[config.mk]
export PLATFORM = sky130hd
export DESIGN_NAME = cisa_exec
export DESIGN_NICKNAME = d
export VERILOG_FILES = /design/src/design/cisa_pkg.sv /design/src/design/cisa_macro_rom.sv /design/src/design/cisa_exec.sv
export SDC_FILE = /design/constraint.sdc
export NUM_CORES = 1
export LEC_CHECK = 0
export ABC_AREA = 1
export BUFFER_PORTS_ARGS = -buffer_cell sky130_fd_sc_hd__buf_2
export CAP_MARGIN = 20
export CORE_ASPECT_RATIO = 1.2
export CORE_UTILIZATION = 45
export CTS_BUF_LIST = sky130_fd_sc_hd__clkbuf_2 sky130_fd_sc_hd__clkbuf_4 sky130_fd_sc_hd__clkbuf_8
export CTS_CLUSTER_DIAMETER = 60
export DETAILED_ROUTE_END_ITERATION = 10
export GPL_ROUTABILITY_DRIVEN = 0
export PLACE_DENSITY = 0.73
export SYNTH_ARGS = -nofsm -noshare
export SYNTH_HDL_FRONTEND = slang
export SYNTH_SLANG_ARGS = --single-unit
[constraint.sdc]
create_clock -name clock -period 6.7 [get_ports clock]
set_clock_uncertainty 0.05 [all_clocks]
set_input_delay 1.675 -clock clock [delete_from_list [all_inputs] [get_ports clock]]
set_output_delay 1.675 -clock clock [all_outputs]
set_load 0.01 [all_outputs]
[src/design/cisa_pkg.sv]
// What this block does
// - Short stack adjust: imm<<3 signed, add sp
// - Prefixed stack adjust: 16-bit signed imm
// - No overflow trap; wrap, then sign-extend
// - Short stack-relative: imm<<2 zero-extended to dest
// - Prefixed stack-relative: signed 16-bit to dest
// - Three-register word add into third field
// - Two-register AND written back to first
// - Decode macro word and its five fields
// - Selector picks macro; parameters substituted
// - Hold program counter until expansion ends
// - Undefined macro raises reserved instruction
// - Macro count and interrupt masking fixed
package cisa_pkg;
    // ------------------------------------------------------------
    // Opcodes and widths
    // ------------------------------------------------------------
    localparam int          XLEN             = 64;
    localparam logic [4:0]  OP_PREFIX        = 5'h1e;
    localparam logic [4:0]  OP_STACK_GROUP   = 5'h0c;
    localparam logic [2:0]  STACK_ADJUST_SUB = 3'h3;
    localparam logic [4:0]  OP_SP_REL_ADD    = 5'h00;
    localparam logic [4:0]  OP_THREE_REG     = 5'h1c;
    localparam logic [1:0]  FN_ADD_WORD      = 2'h1;
    localparam logic [4:0]  OP_TWO_REG       = 5'h1d;
    localparam logic [4:0]  FN_AND           = 5'h0c;
    localparam logic [2:0]  PREFIX_ZERO_FLD  = 3'h0;
    localparam logic [4:0]  STACK_PTR_REG    = 5'h1d;
    // Selector values that this implementation defines
    localparam logic [7:0]  MACRO_DEFINED    = 8'h03;
    localparam logic [1:0]  MACRO_STEPS      = 2'h2;
    // Interrupts held off during expansion (fixed choice)
    localparam logic        MACRO_MASKS_IRQ  = 1'b1;

    typedef enum logic [2:0] {
        CISA_NONE, CISA_ADJ, CISA_SPREL, CISA_ADDW, CISA_AND, CISA_MACRO, CISA_RSVD
    } cisa_kind_t;
endpackage

[src/design/cisa_macro_rom.sv]
`timescale 1ns/10ps
// Macro templates; read data registered
module cisa_macro_rom
    import cisa_pkg::*;
(
    input  wire logic        clock,
    input  wire logic [2:0]  sel,
    input  wire logic [1:0]  step,
    output logic      [31:0] tmpl
);
    // ------------------------------------------------------------
    // Template table: fields filled by parameters later
    // ------------------------------------------------------------
    logic [31:0] rom_word;
    always_comb begin
        case ({sel, step})
            5'h00:   rom_word = 32'h24000000; // add imm: rt=p1, rs=p2, imm=p3
            5'h01:   rom_word = 32'h00000021; // reg add: rd=p0, rs=p2, rt=p4
            5'h04:   rom_word = 32'h00000024; // and: rd=p0, rs=p2, rt=p1
            5'h05:   rom_word = 32'h00000000; // no-op
            default: rom_word = 32'h00000000;
        endcase
    end
    always_ff @(posedge clock) begin
        tmpl <= rom_word;
    end
endmodule

[src/design/cisa_exec.sv]
`timescale 1ns/10ps
module cisa_exec
    import cisa_pkg::*;
(
    input  wire logic            clock,
    input  wire logic            rst,
    input  wire logic            insn_valid,
    input  wire logic [31:0]     insn,
    input  wire logic            insn_is_ext,
    input  wire logic [XLEN-1:0] rs_data,
    input  wire logic [XLEN-1:0] rt_data,
    output logic      [4:0]      rs_addr,
    output logic      [4:0]      rt_addr,
    output logic                 wr_en,
    output logic      [4:0]      wr_addr,
    output logic      [XLEN-1:0] wr_data,
    output logic                 pc_hold,
    output logic                 irq_mask,
    output logic                 macro_word_valid,
    output logic      [31:0]     macro_word,
    output logic                 rsvd_insn
);
    // ------------------------------------------------------------
    // Helpers
    // ------------------------------------------------------------
    // Field to register number
    function automatic logic [4:0] xlat(input logic [2:0] f);
        xlat = (f < 3'h2) ? {2'b10, 2'b00, f[0]} : {2'b00, f};
    endfunction
    // Keep low word, sign-extend; no overflow check
    function automatic logic [XLEN-1:0] sext32(input logic [XLEN-1:0] v);
        sext32 = {{(XLEN-32){v[31]}}, v[31:0]};
    endfunction

    logic [15:0] op;
    logic [4:0]  major;
    logic [15:0] ext_imm;
    assign op      = insn[15:0];
    assign major   = op[15:11];
    assign ext_imm = {insn[20:16], insn[26:21], op[4:0]};

    // ------------------------------------------------------------
    // Decode
    // ------------------------------------------------------------
    cisa_kind_t  kind;
    logic [XLEN-1:0] imm;
    always_comb begin
        kind    = CISA_NONE;
        imm     = '0;
        rs_addr = STACK_PTR_REG;
        rt_addr = 5'h00;
        wr_addr = STACK_PTR_REG;
        if (insn_valid) begin
            if (insn_is_ext && insn[31:27] != OP_PREFIX) begin
                kind = CISA_NONE;
            end else if (insn_is_ext && major == OP_THREE_REG) begin
                kind = MACRO_DEFINED[insn[26:24]] ? CISA_MACRO : CISA_RSVD;
            end else if (major == OP_STACK_GROUP && op[10:8] == STACK_ADJUST_SUB) begin
                if (insn_is_ext) begin
                    kind = (op[7:5] == PREFIX_ZERO_FLD) ? CISA_ADJ : CISA_NONE;
                    imm  = {{(XLEN-16){ext_imm[15]}}, ext_imm};
                end else begin
                    kind = CISA_ADJ;
                    imm  = {{(XLEN-11){op[7]}}, op[7:0], 3'h0};
                end
            end else if (major == OP_SP_REL_ADD) begin
                wr_addr = xlat(op[10:8]);
                if (insn_is_ext) begin
                    kind = (op[7:5] == PREFIX_ZERO_FLD) ? CISA_SPREL : CISA_NONE;
                    imm  = {{(XLEN-16){ext_imm[15]}}, ext_imm};
                end else begin
                    kind = CISA_SPREL;
                    imm  = {{(XLEN-10){1'b0}}, op[7:0], 2'h0};
                end
            end else if (!insn_is_ext && major == OP_THREE_REG && op[1:0] == FN_ADD_WORD) begin
                kind    = CISA_ADDW;
                rs_addr = xlat(op[10:8]);
                rt_addr = xlat(op[7:5]);
                wr_addr = xlat(op[4:2]);
            end else if (!insn_is_ext && major == OP_TWO_REG && op[4:0] == FN_AND) begin
                kind    = CISA_AND;
                rs_addr = xlat(op[10:8]);
                rt_addr = xlat(op[7:5]);
                wr_addr = rs_addr;
            end
        end
    end

    // ------------------------------------------------------------
    // Single-cycle results (combinational write port)
    // ------------------------------------------------------------
    // Register file latches on the edge, so no extra stage here
    always_comb begin
        wr_en   = 1'b0;
        wr_data = '0;
        case (kind)
            CISA_ADJ, CISA_SPREL: begin
                wr_en   = 1'b1;
                wr_data = sext32(rs_data + imm);
            end
            CISA_ADDW: begin
                wr_en   = 1'b1;
                wr_data = sext32(rs_data + rt_data);
            end
            CISA_AND: begin
                wr_en   = 1'b1;
                wr_data = rs_data & rt_data;
            end
            default: ;
        endcase
    end
    assign rsvd_insn = (kind == CISA_RSVD);

    // ------------------------------------------------------------
    // Macro expansion sequencer
    // ------------------------------------------------------------
    typedef enum logic [1:0] {CISA_IDLE, CISA_FETCH, CISA_ISSUE} cisa_seq_t;
    cisa_seq_t   state, next_state;
    logic [1:0]  step, next_step;
    logic [2:0]  sel, next_sel;
    logic [25:0] prm, next_prm;
    logic [31:0] tmpl;

    cisa_macro_rom i_cisa_macro_rom (
        .clock (clock),
        .sel   (sel),
        .step  (step),
        .tmpl  (tmpl)
    );

    always_comb begin
        next_state = state;
        next_step  = step;
        next_sel   = sel;
        next_prm   = prm;
        case (state)
            CISA_IDLE: begin
                if (kind == CISA_MACRO) begin
                    next_state = CISA_FETCH;
                    next_step  = 2'h0;
                    next_sel   = insn[26:24];
                    next_prm   = {insn[23:16], op[10:0], 7'h00};
                end
            end
            CISA_FETCH: next_state = CISA_ISSUE;
            CISA_ISSUE: begin
                if (step == MACRO_STEPS - 2'h1) begin
                    next_state = CISA_IDLE;
                end else begin
                    next_step  = step + 2'h1;
                    next_state = CISA_FETCH;
                end
            end
            default: next_state = CISA_IDLE;
        endcase
    end
    always_ff @(posedge clock) begin
        if (rst) begin
            state <= CISA_IDLE;
            step  <= 2'h0;
            sel   <= 3'h0;
            prm   <= '0;
        end else begin
            state <= next_state;
            step  <= next_step;
            sel   <= next_sel;
            prm   <= next_prm;
        end
    end

    // Substitute parameters; an all-zero template is a no-op and stays untouched,
    // otherwise the filled fields would turn it into a real register write
    logic [31:0] filled;
    always_comb begin
        filled = tmpl;
        if (tmpl != 32'h00000000) begin
            filled[25:21] = xlat(prm[17:15]);                // p2 -> rs
            if (tmpl[31:26] != 6'h00) begin
                filled[20:16] = xlat(prm[14:12]);            // p1 -> rt
                filled[15:0]  = {{11{prm[22]}}, prm[22:18]}; // p3 imm, signed
            end else begin
                // Logic template takes p1 translated, add template takes p4 as is
                filled[20:16] = (tmpl[5:0] == 6'h24) ? xlat(prm[14:12])
                                                     : {2'b00, prm[25:23]};
                filled[15:11] = prm[11:7];                   // p0 -> rd
            end
        end
    end

    always_ff @(posedge clock) begin
        if (rst) begin
            macro_word_valid <= 1'b0;
            macro_word       <= 32'h00000000;
        end else begin
            macro_word_valid <= (state == CISA_ISSUE);
            macro_word       <= filled;
        end
    end
    // Hold PC from macro decode until last word leaves
    assign pc_hold  = (kind == CISA_MACRO && state == CISA_IDLE)
                   || state != CISA_IDLE || macro_word_valid;
    assign irq_mask = MACRO_MASKS_IRQ & pc_hold;
endmodule

==> metrics <==
total of max-cap violations 0; Synth top area share between 20% and 30%; Layout area overhead 22.09%; status finished clean; largest net degree at the start of global routing 46; Hold Vio Cnt, Final 0; Worst Reg2Reg Path Length in Cells 5; CP peak stage delay approximately 300 ps; Synth Area per Inst roughly 5.4 um^2; Core Region around 17000 um^2; critical path depth 22; TritonCTS clock tree yes; fin nets ~2000; layout cells sized above 1 roughly a fifth; top post-synthesis cells by count nand2_1 (474), inv_1 (219), nor2_1 (181); Die Ht between 100 and 150 um; Post-synth ARST share 0%; maximum vdd ir drop slightly below 0.00009 V; GR Overflow Total 0; yosys warns 0; cell row count 53; power density over cell area 91.12 nW/um^2; clock sinks 51; Crit. End Element output pin; endpoints failing setup 0; Synth area leaders nand2_1 (22%), dfxtp_1 (13%), nand3_1 (11%), inv_1 (10%), ha_1 (10%); First DRT Iteration DRCs about 900; final instance area 9743 um^2; Worst-Skew Late Latency around 300 ps; critical path type input port to output pin; Ant. Diodes 0; Post-synth EDFFs 0; Worst setup SP type input port; fin cells 1961; first-pass GRT wire length approximately 44000 um; GRT Util Overall 30.66%; Top cell by count, worst path nand2_1; post-synthesis sequential area ratio 12.79%; Pleak about 6 nW; Placed Area between 9000 and 10000 um^2; DR vias slightly above 10000; Slew HR approximately 50%; final slew viol count 0; clk root buf clkbuf_8; post-route ant nets 0; Horiz. Die Dim roughly 120 um; Ports between 200 and 300; Netlist cell types 43; Total Power around 0.0009 W; worst-margin pin slew 733.0 ps; vias per cell roughly 5.3; clock buffers created by TritonCTS 5; Hold Path Class flop to flop; Largest delay share family, worst path simple AND/OR/NAND/NOR gates; Hold Crit Depth 1; CP max FO 16; final period utilization 97.93%; initial antenna violation count 0; clk buf depth 2; fin util 55.86%; dpl hpwl between 20000 and 25000 um; post-detailed-route DRC marker count 0; Buf/Inv on CP 6; Total Routed Length between 20000 and 30000 um; CP Cell Sequence buf_2, inv_2, nand2_1, nor2_2, nand2_4, buf_4, nor2_4, nand2_4, nand2_2, nand2_1, inv_1, buf_12, ha_1, a21oi_1, nand2_1, a21oi_1, nand2_1, a21oi_2, nand2_4, nand3_4, nand3_1, buf_2; DR WL/cell ~15 um; Req. time, crit path roughly 5000 ps; Final min period between 6000 and 7000 ps; cell count after placement about 2000; final setup TNS 0 ps; Most used DFF post-synth dfxtp_1; dominant cell type by area after synthesis nand2_1; CTS HTree Levels 2; Mapped Cells about 1500; initial core utilization ~46%; maximum clock frequency between 150 and 200 MHz; most numerous cell in the Yosys netlist nand2_1; vias in the first global route between 8000 and 9000; flop2flop setup slack approximately 5300 ps; # port buffers between 200 and 300; mapped cell area approximately 8000 um^2; DRT Pass-1 Iters 6; die area 18270 um^2; critical path data arrival time 4840 ps; Slowest-stage cell, CP a21oi_1; #FFs+latches synth between 50 and 60; CTS clk-pin slew, worst paths 90 ps
-- cells in the final DEF, fill, tap and decap left out, types with 4 or more instances in the layout --
cell and n:
nand2_4 5, buf_2 272, nor2_4 4, dfxtp_1 51, nor3_1 18, nand3_2 4
conb_1 7, xnor2_1 8, o21ai_0 31, o21bai_1 5, nor2_2 6, nand3b_1 15
nand3_1 177, nand2_2 8, a211oi_1 5, a21oi_1 84, inv_1 219, nand4_1 15
nand3_4 4, o22ai_1 7, nor2_1 179, buf_4 19, nand2_1 470, or2_2 5
and2_1 4, ha_1 64, xor2_1 18, clkbuf_8 6
-- timing repair --
item,in CTS,in global routing
hold buffers,0,0
setup buffers,0,1
resized for setup,0,22
setup endpoints to repair,0,42
-- through the flow --
stage | hold WS, ps | setup slack, ps
after floorplan | 347.5 | 550.2
after global placement | 353.5 | 97.85
after detailed placement | 356.4 | 33.11
after CTS | 370.3 | 4.014
after global routing | 404.5 | -25.17
final | 376.2 | 138.8
-- per-layer routing --
| metal | up-vias | wire, um | track usage, % |
|---|---|---|---|
| li1 | 5199 | - | - |
| met1 | 4506 | 12610 | 39.47 |
| met2 | 507 | 13020 | 49.47 |
| met3 | 94 | 2266 | 3.395 |
| met4 | 0 | 1705 | 16.57 |
| met5 | - | 0 | 0 |
-- path summary, 6_finish.rpt --
| kind | startpoint | end |
|---|---|---|
| worst min register to register | prm[17] | macro_word[25] |
| worst max-delay path | insn[15] | wr_data[55] |
| worst min-delay path | prm[17] | macro_word[25] |
| worst max register to register | state[1] | prm[17] |
-- where the power goes --
group | total (W) | internal (W) | switching [W]
sequential | 0.000304 | 0.000304 | 0.000000264
clock | 0.000226 | 0.000123 | 0.000103
combinational | 0.000357 | 0.000129 | 0.000229
-- cell type report --
type                            count  area, um^2
Clock buffer                        6       82.58
Clock inverter                      2       38.79
Timing Repair Buffer              292        1524
Inverter                          225       847.1
Tap cell                          220       275.3
Multi-Input combinational cell   1165        5954
Sequential cell                    51        1021
Fill cell                        1822        7697
-- worst register-to-register path: stages (launching register included) --
cell and delay (ps):
dfxtp_1 370, nor2_1 220, nand3_4 410, nand2_1 180, nand2_1 70, nor2_1 110
-- flip-flops by register name, indices dropped and copies added (netlist names) --
signal and count:
state 2, prm 19, macro_word_valid 1, i_cisa_macro_rom.tmpl 4
macro_word 20, step 2, sel 3
-- cell families (layout without fill, tap and decap cells) --
logic type / count (synthesis) / count (layout) / share of synthesized area [%]
adders and majority gates: 67 / 67 / 10.69
other: 1 / 7 / 0.04699
buffers and inverters: 268 / 525 / 14.33
xor gates and xnor gates: 26 / 26 / 2.854
DFF: 51 / 51 / 12.79
AOI/OAI and AO/OA: 147 / 147 / 10.13
and+or+nand+nor: 914 / 918 / 49.15
Power figures use the tool's default switching activity.
